===== config.mk =====
export PLATFORM = sky130hd
export DESIGN_NAME = rfb_top
export DESIGN_NICKNAME = d
export VERILOG_FILES = /design/src/rfb_pkg.sv /design/src/rfb_top.sv /design/src/rfb_store.sv /design/src/rfb_phase.sv
export SDC_FILE = /design/constraint.sdc
export NUM_CORES = 2
export LEC_CHECK = 0
export BUFFER_PORTS_ARGS = -buffer_cell sky130_fd_sc_hd__buf_2
export CAP_MARGIN = 40
export CORE_MARGIN = 5
export CORE_UTILIZATION = 55
export DETAILED_ROUTE_END_ITERATION = 7
export HOLD_SLACK_MARGIN = 0.15
export MAX_ROUTING_LAYER = met4
export PLACE_DENSITY = 0.67
export SLEW_MARGIN = 0
export SYNTH_ARGS = -nofsm -noshare
export SYNTH_HDL_FRONTEND = slang
export SYNTH_HIERARCHICAL = 1
export SYNTH_SLANG_ARGS = --single-unit

===== constraint.sdc =====
create_clock -name clk -period 6.34 [get_ports clk]
set_input_delay 0.634 -clock clk [delete_from_list [all_inputs] [get_ports clk]]
set_output_delay 0.634 -clock clk [all_outputs]
set_load 0.005 [all_outputs]

===== src/rfb_pkg.sv =====
package rfb_pkg;
  // clock and timing
  localparam int unsigned CLK_NS = 4;
  localparam int unsigned RX_VALID_NS = 64000;
  localparam int unsigned RX_VALID_CYC = (RX_VALID_NS + CLK_NS - 1) / CLK_NS;
  localparam int unsigned MCLK_NS = 1000;
  localparam int unsigned MCLK_CYC = MCLK_NS / CLK_NS;
  localparam int unsigned PHASE_STEPS = 16;
  localparam int unsigned RX_TMR_W = 15;
  // storage layout
  localparam int unsigned FB_DEPTH = 128;
  localparam int unsigned FB_AW = 7;
  localparam logic [7:0] FB_LAST_ADDR = 8'h7f;
  localparam logic [6:0] FB_LEN_ADDR = 7'h00;
  localparam logic [7:0] FCS_MIN_LEN = 8'h02;
  // register byte offsets
  localparam logic [4:0] REG_CTRL = 5'h00;
  localparam logic [4:0] REG_STATUS = 5'h04;
  localparam logic [4:0] REG_PHASE = 5'h08;
  localparam logic [4:0] REG_FB_ADDR = 5'h0c;
  localparam logic [4:0] REG_FB_DATA = 5'h10;
  localparam logic [4:0] REG_SRAM_ADDR = 5'h14;
  localparam logic [4:0] REG_SRAM_DATA = 5'h18;
  // fields and reset values
  localparam int unsigned CTRL_AUTO_FCS_BIT = 0;
  localparam int unsigned STAT_HOST_OK_BIT = 0;
  localparam int unsigned STAT_READING_BIT = 1;
  localparam int unsigned STAT_UR_BIT = 6;
  localparam logic CTRL_AUTO_FCS_RST = 1'b0;
  localparam logic [31:0] UNMAPPED_VALUE = 32'h0000_0000;
  // frame check sequence
  localparam logic [15:0] FCS_POLY = 16'h8408;
  localparam logic [15:0] FCS_INIT = 16'h0000;
  localparam logic [7:0] META_COUNT = 8'h03;
endpackage


===== src/rfb_top.sv =====
// Overview of operation
// RL1 - read-only 4-bit trigger to clock phase
// RL2 - 128-byte store, two independent simultaneous ports
// RL3 - addresses 0x00 to 0x7F, one frame
// RL4 - access conflicts raise underrun interrupt six
// RL5 - writing past 127 octets raises underrun
// RL6 - host access only with regulator on, clock
// RL7 - contents kept until write, receive, sleep, reset
// RL8 - frame during host read raises underrun
// RL9 - host reads fast enough, checks checksum
// RL10 - host parks state after frame done
// RL11 - ack-wait receptions in retry mode not stored
// RL12 - sleep entry wipes store, others keep it
// RL13 - store length, payload, append receive metadata
// RL14 - length byte at address zero randomly read
// RL15 - auto checksum replaces transmitted FCS field
// RL16 - frames of length one accepted
// RL17 - host and baseband keep separate counters
// RL18 - violations flagged only in sequential mode
// RL19 - host waits 32 us, reads below rate
// RL20 - transmit write violation when host counter lags
// RL21 - receive underrun valid 64 us after start
// RL22 - host places first byte within 176 us
// RL23 - underrun latched until status read
//
// Decided for this implementation: the register addresses and the Avalon-MM interface to the registers.
`timescale 1ns/100ps
module rfb_top #(
  parameter int unsigned RX_VALID_CYCLES = rfb_pkg::RX_VALID_CYC
) (
  input wire logic clk, // core clock, 250 MHz
  input wire logic reset, // synchronous reset, active high
  input wire logic [4:0] avs_address, // register byte address
  input wire logic avs_read, // bus read request
  input wire logic avs_write, // bus write request
  input wire logic [31:0] avs_writedata, // bus write data
  output logic [31:0] avs_readdata, // bus read data
  output logic avs_waitrequest, // bus stall
  input wire logic sleep_state, // device in either sleep state
  input wire logic power_on_state, // device in power-on state
  input wire logic mclk_1mhz_sel, // master clock output runs at 1 MHz
  input wire logic tx_trigger_pin, // transmit trigger pin
  input wire logic master_clock_out, // master clock output pin
  input wire logic bb_rx_start, // receive frame begins
  input wire logic bb_rx_we, // receive byte strobe
  input wire logic [7:0] bb_rx_data, // receive byte
  input wire logic bb_rx_meta_we, // receive frame metadata strobe
  input wire logic [7:0] link_quality_value, // link quality of frame
  input wire logic [7:0] energy_level_value, // energy level of frame
  input wire logic [7:0] rx_status_value, // receive status of frame
  input wire logic auto_retry_tx_mode, // auto retry transmit mode
  input wire logic bb_ack_wait, // waiting for acknowledgement
  input wire logic bb_tx_start, // transmit frame begins
  input wire logic bb_tx_busy, // transmission in progress
  input wire logic bb_tx_re, // transmit byte fetch strobe
  output logic [7:0] bb_tx_data, // transmit byte
  output logic buffer_underrun_irq, // latched underrun interrupt
  output logic [3:0] trigger_phase_count // trigger phase measurement
);
  logic waitreq_q;
  logic [31:0] rdata_q;
  logic auto_fcs_q;
  logic [7:0] host_ptr_q;
  logic [6:0] sram_addr_q;
  logic [7:0] bb_ptr_q;
  logic [15:0] fcs_q;
  logic [7:0] quality_q, energy_q, rxst_q;
  logic ur_q;
  logic reading_q;
  logic rx_active_q;
  logic [rfb_pkg::RX_TMR_W-1:0] rx_timer_q;
  logic sleep_q;
  logic [7:0] tx_byte_q;
  logic req, start, acc, host_ok, clear;
  logic sel_fb, sel_sram;
  logic [7:0] ra_data, rb_data, len_data;
  logic [6:0] ra_addr;
  logic wa_en, wb_en;
  logic [6:0] wa_addr;
  logic [7:0] meta_idx;
  logic [7:0] fb_byte;
  logic rx_store;
  logic fb_wr, fb_rd, ovf_evt, txv_evt, rxv_evt, ovw_evt, ur_set, ur_clr;
  logic [31:0] rd_d;

  function automatic logic [15:0] fcs_step(input logic [15:0] c, input logic [7:0] d);
    logic [15:0] r;
    r = c;
    for (int i = 0; i < 8; i++) begin
      r = (r[0] ^ d[i]) ? ((r >> 1) ^ rfb_pkg::FCS_POLY) : (r >> 1);
    end
    return r;
  endfunction

  assign req = avs_read || avs_write;
  assign start = req && waitreq_q;
  assign acc = req && !waitreq_q;
  assign sel_fb = avs_address == rfb_pkg::REG_FB_DATA;
  assign sel_sram = avs_address == rfb_pkg::REG_SRAM_DATA;
  // RL6 host access gate
  assign host_ok = !sleep_state && (!power_on_state || mclk_1mhz_sel);
  // RL12 wipe on sleep entry
  assign clear = sleep_state && !sleep_q;

  // RL2 dual-port store
  rfb_store u_store (
    .clk(clk),
    .reset(reset),
    .clear(clear),
    .wa_en(wa_en),
    .wa_addr(wa_addr),
    .wa_data(avs_writedata[7:0]),
    .wb_en(wb_en),
    .wb_addr(bb_ptr_q[6:0]),
    .wb_data(bb_rx_data),
    .ra_addr(ra_addr),
    .ra_data(ra_data),
    .rb_addr(bb_ptr_q[6:0]),
    .rb_data(rb_data),
    .len_data(len_data)
  );

  rfb_phase u_phase (
    .clk(clk),
    .reset(reset),
    .tx_trigger_pin(tx_trigger_pin),
    .master_clock_out(master_clock_out),
    .trigger_phase_count(trigger_phase_count)
  );

  // RL3 seven-bit store addressing
  assign ra_addr = sel_sram ? sram_addr_q : host_ptr_q[6:0];
  assign wa_addr = sel_sram ? sram_addr_q : host_ptr_q[6:0];
  assign fb_wr = acc && avs_write && sel_fb && host_ok;
  assign fb_rd = acc && avs_read && sel_fb && host_ok;
  // RL5 no store beyond the last address
  assign wa_en = (fb_wr && host_ptr_q <= rfb_pkg::FB_LAST_ADDR) ||
                 (acc && avs_write && sel_sram && host_ok);
  // RL11 ack-wait receptions in auto retry mode are evaluated only
  assign rx_store = bb_rx_we && !(auto_retry_tx_mode && bb_ack_wait);
  assign wb_en = rx_store && bb_ptr_q <= rfb_pkg::FB_LAST_ADDR;

  // RL13 metadata appended after the frame
  assign meta_idx = host_ptr_q - len_data - 8'h01;
  always_comb begin
    if (host_ptr_q <= len_data && host_ptr_q <= rfb_pkg::FB_LAST_ADDR) begin
      fb_byte = ra_data;
    end else if (meta_idx == 8'h00) begin
      fb_byte = quality_q;
    end else if (meta_idx == 8'h01) begin
      fb_byte = energy_q;
    end else if (meta_idx == 8'h02) begin
      fb_byte = rxst_q;
    end else begin
      fb_byte = 8'h00;
    end
  end

  // RL18 sequential-mode violations only
  assign ovf_evt = fb_wr && host_ptr_q > rfb_pkg::FB_LAST_ADDR;
  // RL20 host write counter not ahead of transmit
  assign txv_evt = fb_wr && bb_tx_busy && host_ptr_q <= bb_ptr_q;
  // RL21 receive read violation after hold-off
  assign rxv_evt = fb_rd && rx_active_q && host_ptr_q >= bb_ptr_q && rx_timer_q == '0;
  // RL8 new frame during host read
  assign ovw_evt = bb_rx_start && reading_q;
  // RL4 underrun sources
  assign ur_set = ovf_evt || txv_evt || rxv_evt || ovw_evt;
  assign ur_clr = acc && avs_read && avs_address == rfb_pkg::REG_STATUS;

  always_comb begin
    rd_d = rfb_pkg::UNMAPPED_VALUE;
    case (avs_address)
      rfb_pkg::REG_CTRL: rd_d[rfb_pkg::CTRL_AUTO_FCS_BIT] = auto_fcs_q;
      rfb_pkg::REG_STATUS: begin
        rd_d[rfb_pkg::STAT_HOST_OK_BIT] = host_ok;
        rd_d[rfb_pkg::STAT_READING_BIT] = reading_q;
        rd_d[rfb_pkg::STAT_UR_BIT] = ur_q;
      end
      rfb_pkg::REG_PHASE: rd_d[3:0] = trigger_phase_count;
      rfb_pkg::REG_FB_ADDR: rd_d[7:0] = host_ptr_q;
      rfb_pkg::REG_FB_DATA: rd_d[7:0] = host_ok ? fb_byte : 8'h00;
      rfb_pkg::REG_SRAM_ADDR: rd_d[6:0] = sram_addr_q;
      // RL14 random read sees length at zero
      rfb_pkg::REG_SRAM_DATA: rd_d[7:0] = host_ok ? ra_data : 8'h00;
      default: rd_d = rfb_pkg::UNMAPPED_VALUE;
    endcase
  end

  // bus handshake: one stall cycle, then answer
  always_ff @(posedge clk) begin
    if (reset) begin
      waitreq_q <= 1'b1;
      rdata_q <= 32'h0000_0000;
    end else begin
      waitreq_q <= !start;
      if (start) begin
        rdata_q <= rd_d;
      end
    end
  end

  always_ff @(posedge clk) begin
    if (reset) begin
      auto_fcs_q <= rfb_pkg::CTRL_AUTO_FCS_RST;
      sram_addr_q <= 7'h00;
    end else if (acc && avs_write) begin
      if (avs_address == rfb_pkg::REG_CTRL) begin
        auto_fcs_q <= avs_writedata[rfb_pkg::CTRL_AUTO_FCS_BIT];
      end
      if (avs_address == rfb_pkg::REG_SRAM_ADDR) begin
        sram_addr_q <= avs_writedata[6:0];
      end
    end
  end

  // RL17 host address counter
  always_ff @(posedge clk) begin
    if (reset || clear) begin
      host_ptr_q <= 8'h00;
    end else if (acc && avs_write && avs_address == rfb_pkg::REG_FB_ADDR) begin
      host_ptr_q <= avs_writedata[7:0];
    end else if ((fb_wr || fb_rd) && host_ptr_q != 8'hff) begin
      host_ptr_q <= host_ptr_q + 8'h01;
    end
  end

  // sequential read in progress until metadata consumed
  always_ff @(posedge clk) begin
    if (reset || clear) begin
      reading_q <= 1'b0;
    end else if (acc && avs_write && avs_address == rfb_pkg::REG_FB_ADDR) begin
      reading_q <= 1'b0;
    end else if (fb_rd) begin
      reading_q <= host_ptr_q < len_data + rfb_pkg::META_COUNT;
    end
  end

  // RL17 baseband address counter
  always_ff @(posedge clk) begin
    if (reset || clear) begin
      bb_ptr_q <= 8'h00;
    end else if (bb_rx_start || bb_tx_start) begin
      bb_ptr_q <= 8'h00;
    end else if ((rx_store || bb_tx_re) && bb_ptr_q != 8'hff) begin
      bb_ptr_q <= bb_ptr_q + 8'h01;
    end
  end

  always_ff @(posedge clk) begin
    if (reset || clear) begin
      rx_active_q <= 1'b0;
      rx_timer_q <= '0;
    end else if (bb_rx_start) begin
      rx_active_q <= 1'b1;
      rx_timer_q <= rfb_pkg::RX_TMR_W'(RX_VALID_CYCLES);
    end else begin
      if (bb_rx_meta_we) begin
        rx_active_q <= 1'b0;
      end
      if (rx_timer_q != '0) begin
        rx_timer_q <= rx_timer_q - 1'b1;
      end
    end
  end

  // RL13 receive metadata capture
  always_ff @(posedge clk) begin
    if (reset || clear) begin
      quality_q <= 8'h00;
      energy_q <= 8'h00;
      rxst_q <= 8'h00;
    end else if (bb_rx_meta_we && !(auto_retry_tx_mode && bb_ack_wait)) begin
      quality_q <= link_quality_value;
      energy_q <= energy_level_value;
      rxst_q <= rx_status_value;
    end
  end

  // RL15 checksum substitution on fetch
  always_ff @(posedge clk) begin
    if (reset) begin
      fcs_q <= rfb_pkg::FCS_INIT;
      tx_byte_q <= 8'h00;
    end else if (bb_tx_start) begin
      fcs_q <= rfb_pkg::FCS_INIT;
    end else if (bb_tx_re) begin
      // RL16 short frames keep their bytes
      if (auto_fcs_q && len_data >= rfb_pkg::FCS_MIN_LEN && bb_ptr_q == len_data - 8'h01) begin
        tx_byte_q <= fcs_q[7:0];
      end else if (auto_fcs_q && len_data >= rfb_pkg::FCS_MIN_LEN && bb_ptr_q == len_data) begin
        tx_byte_q <= fcs_q[15:8];
      end else begin
        tx_byte_q <= rb_data;
      end
      if (bb_ptr_q != 8'h00 && bb_ptr_q + 8'h02 <= len_data) begin
        fcs_q <= fcs_step(fcs_q, rb_data);
      end
    end
  end

  // RL23 latched until status read, set wins
  always_ff @(posedge clk) begin
    if (reset) begin
      ur_q <= 1'b0;
    end else if (ur_set) begin
      ur_q <= 1'b1;
    end else if (ur_clr) begin
      ur_q <= 1'b0;
    end
  end

  always_ff @(posedge clk) begin
    if (reset) begin
      sleep_q <= 1'b0;
    end else begin
      sleep_q <= sleep_state;
    end
  end

  assign avs_readdata = rdata_q;
  assign avs_waitrequest = waitreq_q;
  assign bb_tx_data = tx_byte_q;
  assign buffer_underrun_irq = ur_q;
endmodule


===== src/rfb_store.sv =====
`timescale 1ns/100ps
module rfb_store (
  input wire logic clk, // core clock
  input wire logic reset, // synchronous reset
  input wire logic clear, // wipe all entries
  input wire logic wa_en, // host write enable
  input wire logic [6:0] wa_addr, // host write address
  input wire logic [7:0] wa_data, // host write byte
  input wire logic wb_en, // baseband write enable
  input wire logic [6:0] wb_addr, // baseband write address
  input wire logic [7:0] wb_data, // baseband write byte
  input wire logic [6:0] ra_addr, // host read address
  output logic [7:0] ra_data, // host read byte
  input wire logic [6:0] rb_addr, // baseband read address
  output logic [7:0] rb_data, // baseband read byte
  output logic [7:0] len_data // byte at address zero
);
  logic [7:0] mem_q [rfb_pkg::FB_DEPTH];

  // RL7 held until rewritten, wiped on sleep entry or reset
  // two independent ports; baseband wins a same-entry collision
  for (genvar i = 0; i < rfb_pkg::FB_DEPTH; i++) begin : g_entry
    always_ff @(posedge clk) begin
      if (reset || clear) begin
        mem_q[i] <= 8'h00;
      end else if (wb_en && wb_addr == 7'(i)) begin
        mem_q[i] <= wb_data;
      end else if (wa_en && wa_addr == 7'(i)) begin
        mem_q[i] <= wa_data;
      end
    end
  end

  assign ra_data = mem_q[ra_addr];
  assign rb_data = mem_q[rb_addr];
  assign len_data = mem_q[rfb_pkg::FB_LEN_ADDR];
endmodule


===== src/rfb_phase.sv =====
`timescale 1ns/100ps
module rfb_phase (
  input wire logic clk, // core clock
  input wire logic reset, // synchronous reset
  input wire logic tx_trigger_pin, // asynchronous trigger pin
  input wire logic master_clock_out, // 1 MHz clock pin, asynchronous
  output logic [3:0] trigger_phase_count // phase in sixteenths of a microsecond
);
  logic [2:0] trig_sync_q;
  logic [2:0] mclk_sync_q;
  logic [7:0] since_q;
  logic [11:0] scaled;

  always_ff @(posedge clk) begin
    if (reset) begin
      trig_sync_q <= 3'h0;
      mclk_sync_q <= 3'h0;
    end else begin
      trig_sync_q <= {trig_sync_q[1:0], tx_trigger_pin};
      mclk_sync_q <= {mclk_sync_q[1:0], master_clock_out};
    end
  end

  // cycles since the last master clock rising edge
  always_ff @(posedge clk) begin
    if (reset) begin
      since_q <= 8'h00;
    end else if (mclk_sync_q[1] && !mclk_sync_q[2]) begin
      since_q <= 8'h00;
    end else if (since_q != 8'hff) begin
      since_q <= since_q + 8'h01;
    end
  end

  assign scaled = 12'(({4'h0, since_q} * 12'(rfb_pkg::PHASE_STEPS)) / 12'(rfb_pkg::MCLK_CYC));

  // RL1 phase capture
  always_ff @(posedge clk) begin
    if (reset) begin
      trigger_phase_count <= 4'h0;
    end else if (trig_sync_q[1] && !trig_sync_q[2]) begin
      trigger_phase_count <= (scaled > 12'h00f) ? 4'hf : scaled[3:0];
    end
  end
endmodule


**Word level (Yosys, flattened, before mapping)**

Memory sizes are Yosys's and may differ from the RTL's. A register that Yosys moved wholly into a read port is not among the register bits.
Cells that the tools add are included.

- Logic and storage cells: 2099
- Bits in writable memories: 1024
- ROM bits: 0
- Flip-flop bits (word level): 118
- Memories kept: 1
- Input bits: 86
- Output and inout bits: 46
- Latch bits: 0

- Add/sub/neg operators: 9
- Shift operators: 0
- Reduce and logical (&&, ||, !) cells: 329
- $lt $le $gt $ge: 10
- $mul: 0
- Div/mod/pow operators: 1
- Bitwise logic cells: 273
- Equality and inequality tests: 267
- Mux-type cells: 1188

Memory list:

| name | words | width | rd ports | clocked after Yosys merged registers in | write ports | RTL line | source |
|---|---|---|---|---|---|---|---|
| u_store.mem_q | 128 | 8 | 3 | 1 | 128 | rfb_store.sv:18 | `logic [7:0] mem_q [rfb_pkg::FB_DEPTH];` |

Operators with widths:

| operator | count |
|---|---|
| 8-bit two-way mux | 266 |
| 1-bit two-way mux | 902 |
| 7-bit equality test (second input constant) | 128 |
| 7-bit by 6-bit equality test with 1-bit output (second input constant) | 64 |
| 1-bit logical AND | 291 |
| 1-bit bitwise OR | 256 |
| 7-bit by 5-bit equality test with 1-bit output (second input constant) | 32 |
| 16-bit two-way mux | 8 |
| 7-bit by 4-bit equality test with 1-bit output (second input constant) | 16 |
| 7-bit by 3-bit equality test with 1-bit output (second input constant) | 8 |
| 7-bit by 2-bit equality test with 1-bit output (second input constant) | 4 |
| 14-bit two-way mux | 2 |
| 8-bit by 1-bit adder with 8-bit output (second input constant) | 3 |
| 8-bit less-or-equal comparator | 3 |
| 8-bit != test (second input constant) | 3 |
| 2-bit NOT with 3-bit output | 8 |
| 7-bit two-way mux | 3 |
| 8-bit by 2-bit adder with 8-bit output (second input constant) | 2 |
| 8-bit equality test | 2 |
| 8-bit by 7-bit less-or-equal comparator with 1-bit output (second input constant) | 2 |
| 8-bit by 1-bit subtractor with 8-bit output (second input constant) | 2 |
| 5-bit equality test (second input constant) | 3 |
| 15-bit logical NOT | 1 |
| 15-bit nonzero test | 1 |
| 31 further kinds | 67 |

**Logic depth before layout (Yosys ltp)**

- Word-level depth: 16
- Depth in mapped cells: 19
- Depth with buffers taken out: 18

**By module**

Netlist, hierarchy kept.

By module, submodules not included:

| module | sequential area each (um^2) | cells each | times used | area an instance (um^2) |
|---|---|---|---|---|
| rfb_store | 30749.5 | 3896 | 1 | 60795.8 |
| rfb_top | 2001.9 | 848 | 1 | 6686.4 |
| rfb_phase | 360.3 | 187 | 1 | 1492.7 |

**Least setup slack after synthesis**

OpenSTA, ideal clock, no wires.

- Path type: input to register
- Start point: input port avs_address[1]
- End point: register rdata_q[3], in the netlist avs_readdata[3]
- Path slack: 1.516 ns
- Stages on the path: 15
- Setup time: 0.123 ns
- Buffers on the path: 2
- Arrival: 4.701 ns
- Data required time: 6.217 ns
- Cell sequence: or2_2 > nor2_1 > nand2_1 > o21ai_0 > clkbuf_1 > clkbuf_1 > mux4_2 > mux4_2 > mux4_2 > mux2_2 > a22oi_1 > a2bb2oi_1 > o31a_1 > o31a_1 > o21ai_0

- Cells in the longest elaborated chain, start to end: 6
- Elaborated cells on any way between the ends: 11
- Those cells by class: 5 x eq/ne; 5 x mux; 1 x memory

RTL lines:

| what | RTL line | source |
|---|---|---|
| from (decl) | rfb_top.sv:33 | `input wire logic [4:0] avs_address,` |
| 5-bit equality test (*) | rfb_top.sv:99 | `assign sel_sram = avs_address == rfb_pkg::REG_SRAM_DATA;` |
| 7-bit two-way mux (*) | rfb_top.sv:132 | `assign ra_addr = sel_sram ? sram_addr_q : host_ptr_q[6:0];` |
| via ra_addr[0] | rfb_top.sv:77 | `logic [6:0] ra_addr;` |
| memory read 128 x 8 bit (*) | n/a |  |
| via ra_data[3] | rfb_top.sv:76 | `logic [7:0] ra_data, rb_data, len_data;` |
| 8-bit two-way mux | rfb_top.sv:146 | `if (host_ptr_q <= len_data && host_ptr_q <= rfb_pkg::FB_LAST_ADDR) begin` |
| 8-bit two-way mux | rfb_top.sv:182 | `rfb_pkg::REG_FB_DATA: rd_d[7:0] = host_ok ? fb_byte : 8'h00;` |
| 2-bit case mux with 5 select lines (*) | rfb_top.sv:173 | `case (avs_address)` |
| to (signal assigned) | rfb_top.sv:198 | `rdata_q <= rd_d;` |
| to (decl) | rfb_top.sv:61 | `logic [31:0] rdata_q;` |

The timed path passes the listed nets; every way through them passes the cells marked *.
A chain may end at the register's enable or synchronous reset.

==> results.yml <==
place:
  pre_cts_ws_ns: 1.05
  placedCellCount: 6301
  dp_hpwl_mm: 160
  portBuffers: 83
  routabilityCongestion: 1.03
logic_synthesis:
  async_reset_ff_share_pct: 0
  synth_mux_area_share_pct: 22.9
  synth_top_family_by_area: "multiplexers"
  post-synth-top-area-fraction_pct: 44.6
  synthSimpleGateAreaFrac_pct: 6.14
  synth_sequential_area_ratio_pct: 48.0
  synthXorXnorAreaFrac_pct: 0.876
  synth_seq_cells: 1142
  synth.distinct_cells: 89
  cell_type_with_the_highest_aggregate_area_in_the_netlist: "sky130_fd_sc_hd__edfxtp_1"
  post_synth.cell_area_avg_um2: 14.0
  synth_compound_area_share_pct: 17.3
  synth_adder_area_share_pct: 0.827
  synth.top_cells.by_area: "sky130_fd_sc_hd__edfxtp_1 45%, sky130_fd_sc_hd__mux4_2 22%, sky130_fd_sc_hd__a22o_1 13%"
  mappedNetlistArea_um2: 69000
  ys.warnings.count: 6
  yosys_most_used_dff: "sky130_fd_sc_hd__edfxtp_1"
  postSynthCellCount: 4931
  edff_count_synth: 1024
finish:
  final_layout_size_suffix_gt1_share_pct: 26.5
  area_growth_syn_to_layout_pct: 9.98
  nets: 4955
  fill_cells: 9415
  leading_cell_type_in_the_layout_fill_and_taps_excluded: "sky130_fd_sc_hd__edfxtp_1"
  finish.cell_count_without_fillers: 6588
  layout_common_cells: "1024 x sky130_fd_sc_hd__edfxtp_1, 1017 x sky130_fd_sc_hd__a22o_1, 672 x sky130_fd_sc_hd__mux4_2"
setup_path:
  cpMostUsedCell: "sky130_fd_sc_hd__buf_12"
  cell_class_contributing_the_biggest_share_of_worst_path_delay: "simple AND/OR/NAND/NOR gates"
  crit_path_max_incr_delay_ns: 0.81
  slowest_stage: "sky130_fd_sc_hd__nor3_1"
  timing.critical_path.from_type: "register"
  critical_path.n_buffers_inverters: 4
  worst_ep_required_time_ns: 6.97
  timing_worst_setup_path_type: "reg -> reg"
  regToRegSetupSlack_ns: 1.31
  worst_ep_arrival_time_ns: 5.66
  critical_path_peak_fanout: 22
  cp-end-kind: "register"
  crit_path_cell_trace: "inv_1 -> o21ai_4 -> buf_12 -> buf_12 -> and2_1 -> nand3_1 -> buf_4 -> nor3_1 -> a22o_1"
cts:
  cts_sinks: 1142
  cts_resized: 0
  cts_buffers: 133
  worst_skew_pair_later_pin_latency_ns: 0.79
  clk_transition_reported_paths_ns: 0.06
  htreeDepth: 4
  clk_path_buf_depth: 3
  cts_tree: "done"
  root_buffer_selected_by_cts: "sky130_fd_sc_hd__clkbuf_16"
sta:
  final_min_period_over_clock_period_pct: 79.4
  maxSlewHeadroom_pct: 29.1
  timing_worst_slew_pin_value_ns: 1.06
  max_slew_violations: 0
  min_period_ns: 5.03
  finalSetupViolations: 0
  fmax_ghz: 0.199
  finClkSkew_ns: 0.0288
  rsz_0062_raised_after_global_routing: "no"
  hold_viol_final: 0
  final_critical_path_setup_slack_ns: 1.31
  timing.setup.tns_ns: 0
grt:
  grt_pass1_vias: 49800
  largest_net_degree_at_the_start_of_global_routing: 120
  grt_remaining_overflow: 0
  antenna_violations_before_repair: 10
  groute.usage.overall_pct: 37.6
  wire_length_of_the_first_global_routing_pass_mm: 350
floorplan:
  design.die.area_um2: 133000
  core_region_area_um2: 125000
  placementRows: 130
  fp.dieH_um: 364
  io_pins: 132
  effective_utilization_at_floorplan_pct: 55.1
  dieWidth_um: 364
route:
  via_count: 51800
  drt_pass1_iterations: 8
  final_antenna_net_count: 0
  finalWirelength_mm: 245
  drt_drc_violations_left: 0
  per_cell_routed_wire_length_um: 37.2
  initial_drc_count: 8832
  avgViaCountPerCell: 7.86
status:
  outcome: "complete, no violations"
power:
  leakage_power_nw: 25.4
  power.density_nw_per_um2: 238
  ir_drop_mv: 0.285
  design_power_total_w: 0.0181
min_path:
  hp-class: "in -> reg"
flow_run:
  timing.max_cap.violations: 0
-- per-layer routing --
layer  GRT usage [%]  share of wire (%)  routed length, um  vias up
met5               -                  0                  0        -
met4            19.0                6.5              15900        0
met3            11.8                 15              36300      869
met2            54.9                 44             108000     4246
met1            47.7                 34              84500    26100
li1                -                  -                  -    20600
-- through the flow --
step           hold slack, ns  util, %  area [um2]
4_1_cts                 0.162     60.6       75800
5_1_grt                 0.193     60.6       75900
3_3_place_gp            0.424     56.3       70400
2_1_floorplan           0.414        -       69100
3_5_place_dp            0.429     56.9       71200
6_report                0.214     60.6       75900
-- worst register-to-register path, cell delays in order, from the launching register on --
cell and delay, ns:
sky130_fd_sc_hd__dfxtp_1 0.57, sky130_fd_sc_hd__inv_1 0.28, sky130_fd_sc_hd__o21ai_4 0.63, sky130_fd_sc_hd__buf_12 0.30, sky130_fd_sc_hd__buf_12 0.27, sky130_fd_sc_hd__and2_1 0.50
sky130_fd_sc_hd__nand3_1 0.78, sky130_fd_sc_hd__buf_4 0.49, sky130_fd_sc_hd__nor3_1 0.81, sky130_fd_sc_hd__a22o_1 0.25
-- report_power, final --
part | internal, W | total, W | switching [W]
registers | 0.00856 | 0.00878 | 0.000228
logic | 0.000574 | 0.00161 | 0.00104
clock network | 0.00437 | 0.00766 | 0.00329
-- kinds of logic after synthesis --
group,count (synthesis)
xor gates and xnor gates,69
other,1
adders and majority gates,45
AOI/OAI and AO/OA,1424
DFF,1142
and+or+nand+nor,860
buffers and inverters,656
muxes,734
-- cells in the mapped netlist, types with 13 or more instances --
library cell               count
sky130_fd_sc_hd__edfxtp_1   1024
sky130_fd_sc_hd__a22o_1     1017
sky130_fd_sc_hd__mux4_2      672
sky130_fd_sc_hd__clkbuf_1    467
sky130_fd_sc_hd__nor3_1      250
sky130_fd_sc_hd__nor2_1      233
sky130_fd_sc_hd__nand2_1     132
sky130_fd_sc_hd__dfxtp_1     118
sky130_fd_sc_hd__o221ai_1    115
sky130_fd_sc_hd__a21oi_1      79
sky130_fd_sc_hd__o21ai_0      59
sky130_fd_sc_hd__nand3_1      58
sky130_fd_sc_hd__buf_4        57
sky130_fd_sc_hd__xnor2_1      52
sky130_fd_sc_hd__buf_1        51
sky130_fd_sc_hd__inv_1        45
sky130_fd_sc_hd__ha_1         44
sky130_fd_sc_hd__or2_2        38
sky130_fd_sc_hd__a211oi_1     35
sky130_fd_sc_hd__mux2_2       33
sky130_fd_sc_hd__buf_2        32
sky130_fd_sc_hd__mux2i_1      28
sky130_fd_sc_hd__nor2b_1      25
sky130_fd_sc_hd__xor2_1       17
sky130_fd_sc_hd__a221o_1      16
sky130_fd_sc_hd__or3_1        14
sky130_fd_sc_hd__nand2b_1     13
-- sequential cells by signal, summed over array words and instances, names as in the netlist, 8 cells and up --
register	flops
host_ptr_q	8
bb_tx_data	8
rx_timer_q	15
energy_q	8
avs_readdata	8
quality_q	8
bb_ptr_q	8
rxst_q	8
u_store/mem_q	1024
fcs_q	16
u_phase/since_q	8
-- what timing repair did --
action,CTS,global route
hold buffers,27,0
hold endpoints to repair,27,0
setup buffers,0,0
-- area by class of cell --
class / count / area (um2) / area share, %
Inverter: 46 / 173 / 0.228
Multi-Input combinational cell: 3156 / 33300 / 43.9
Clock inverter: 81 / 803 / 1.06
Timing Repair Buffer: 345 / 2910 / 3.84
Tap cell: 1650 / 2060 / 2.72
Clock buffer: 161 / 3480 / 4.59
Sequential cell: 1142 / 33100 / 43.7
Antenna cell: 7 / 17.5 / 0.0231
-- final timing paths --
| check | startpoint | to | depth (start not counted) |
|---|---|---|---|
| max | host_ptr_q[0] | u_store/mem_q[59][0] | 9 |
| min | sleep_state | sleep_q | 2 |
| max reg2reg | host_ptr_q[0] | u_store/mem_q[59][0] | 9 |
| min reg2reg | u_phase/trig_sync_q[0] | u_phase/trig_sync_q[1] | 1 |
Note: power is estimated with default switching activity, not from simulation.
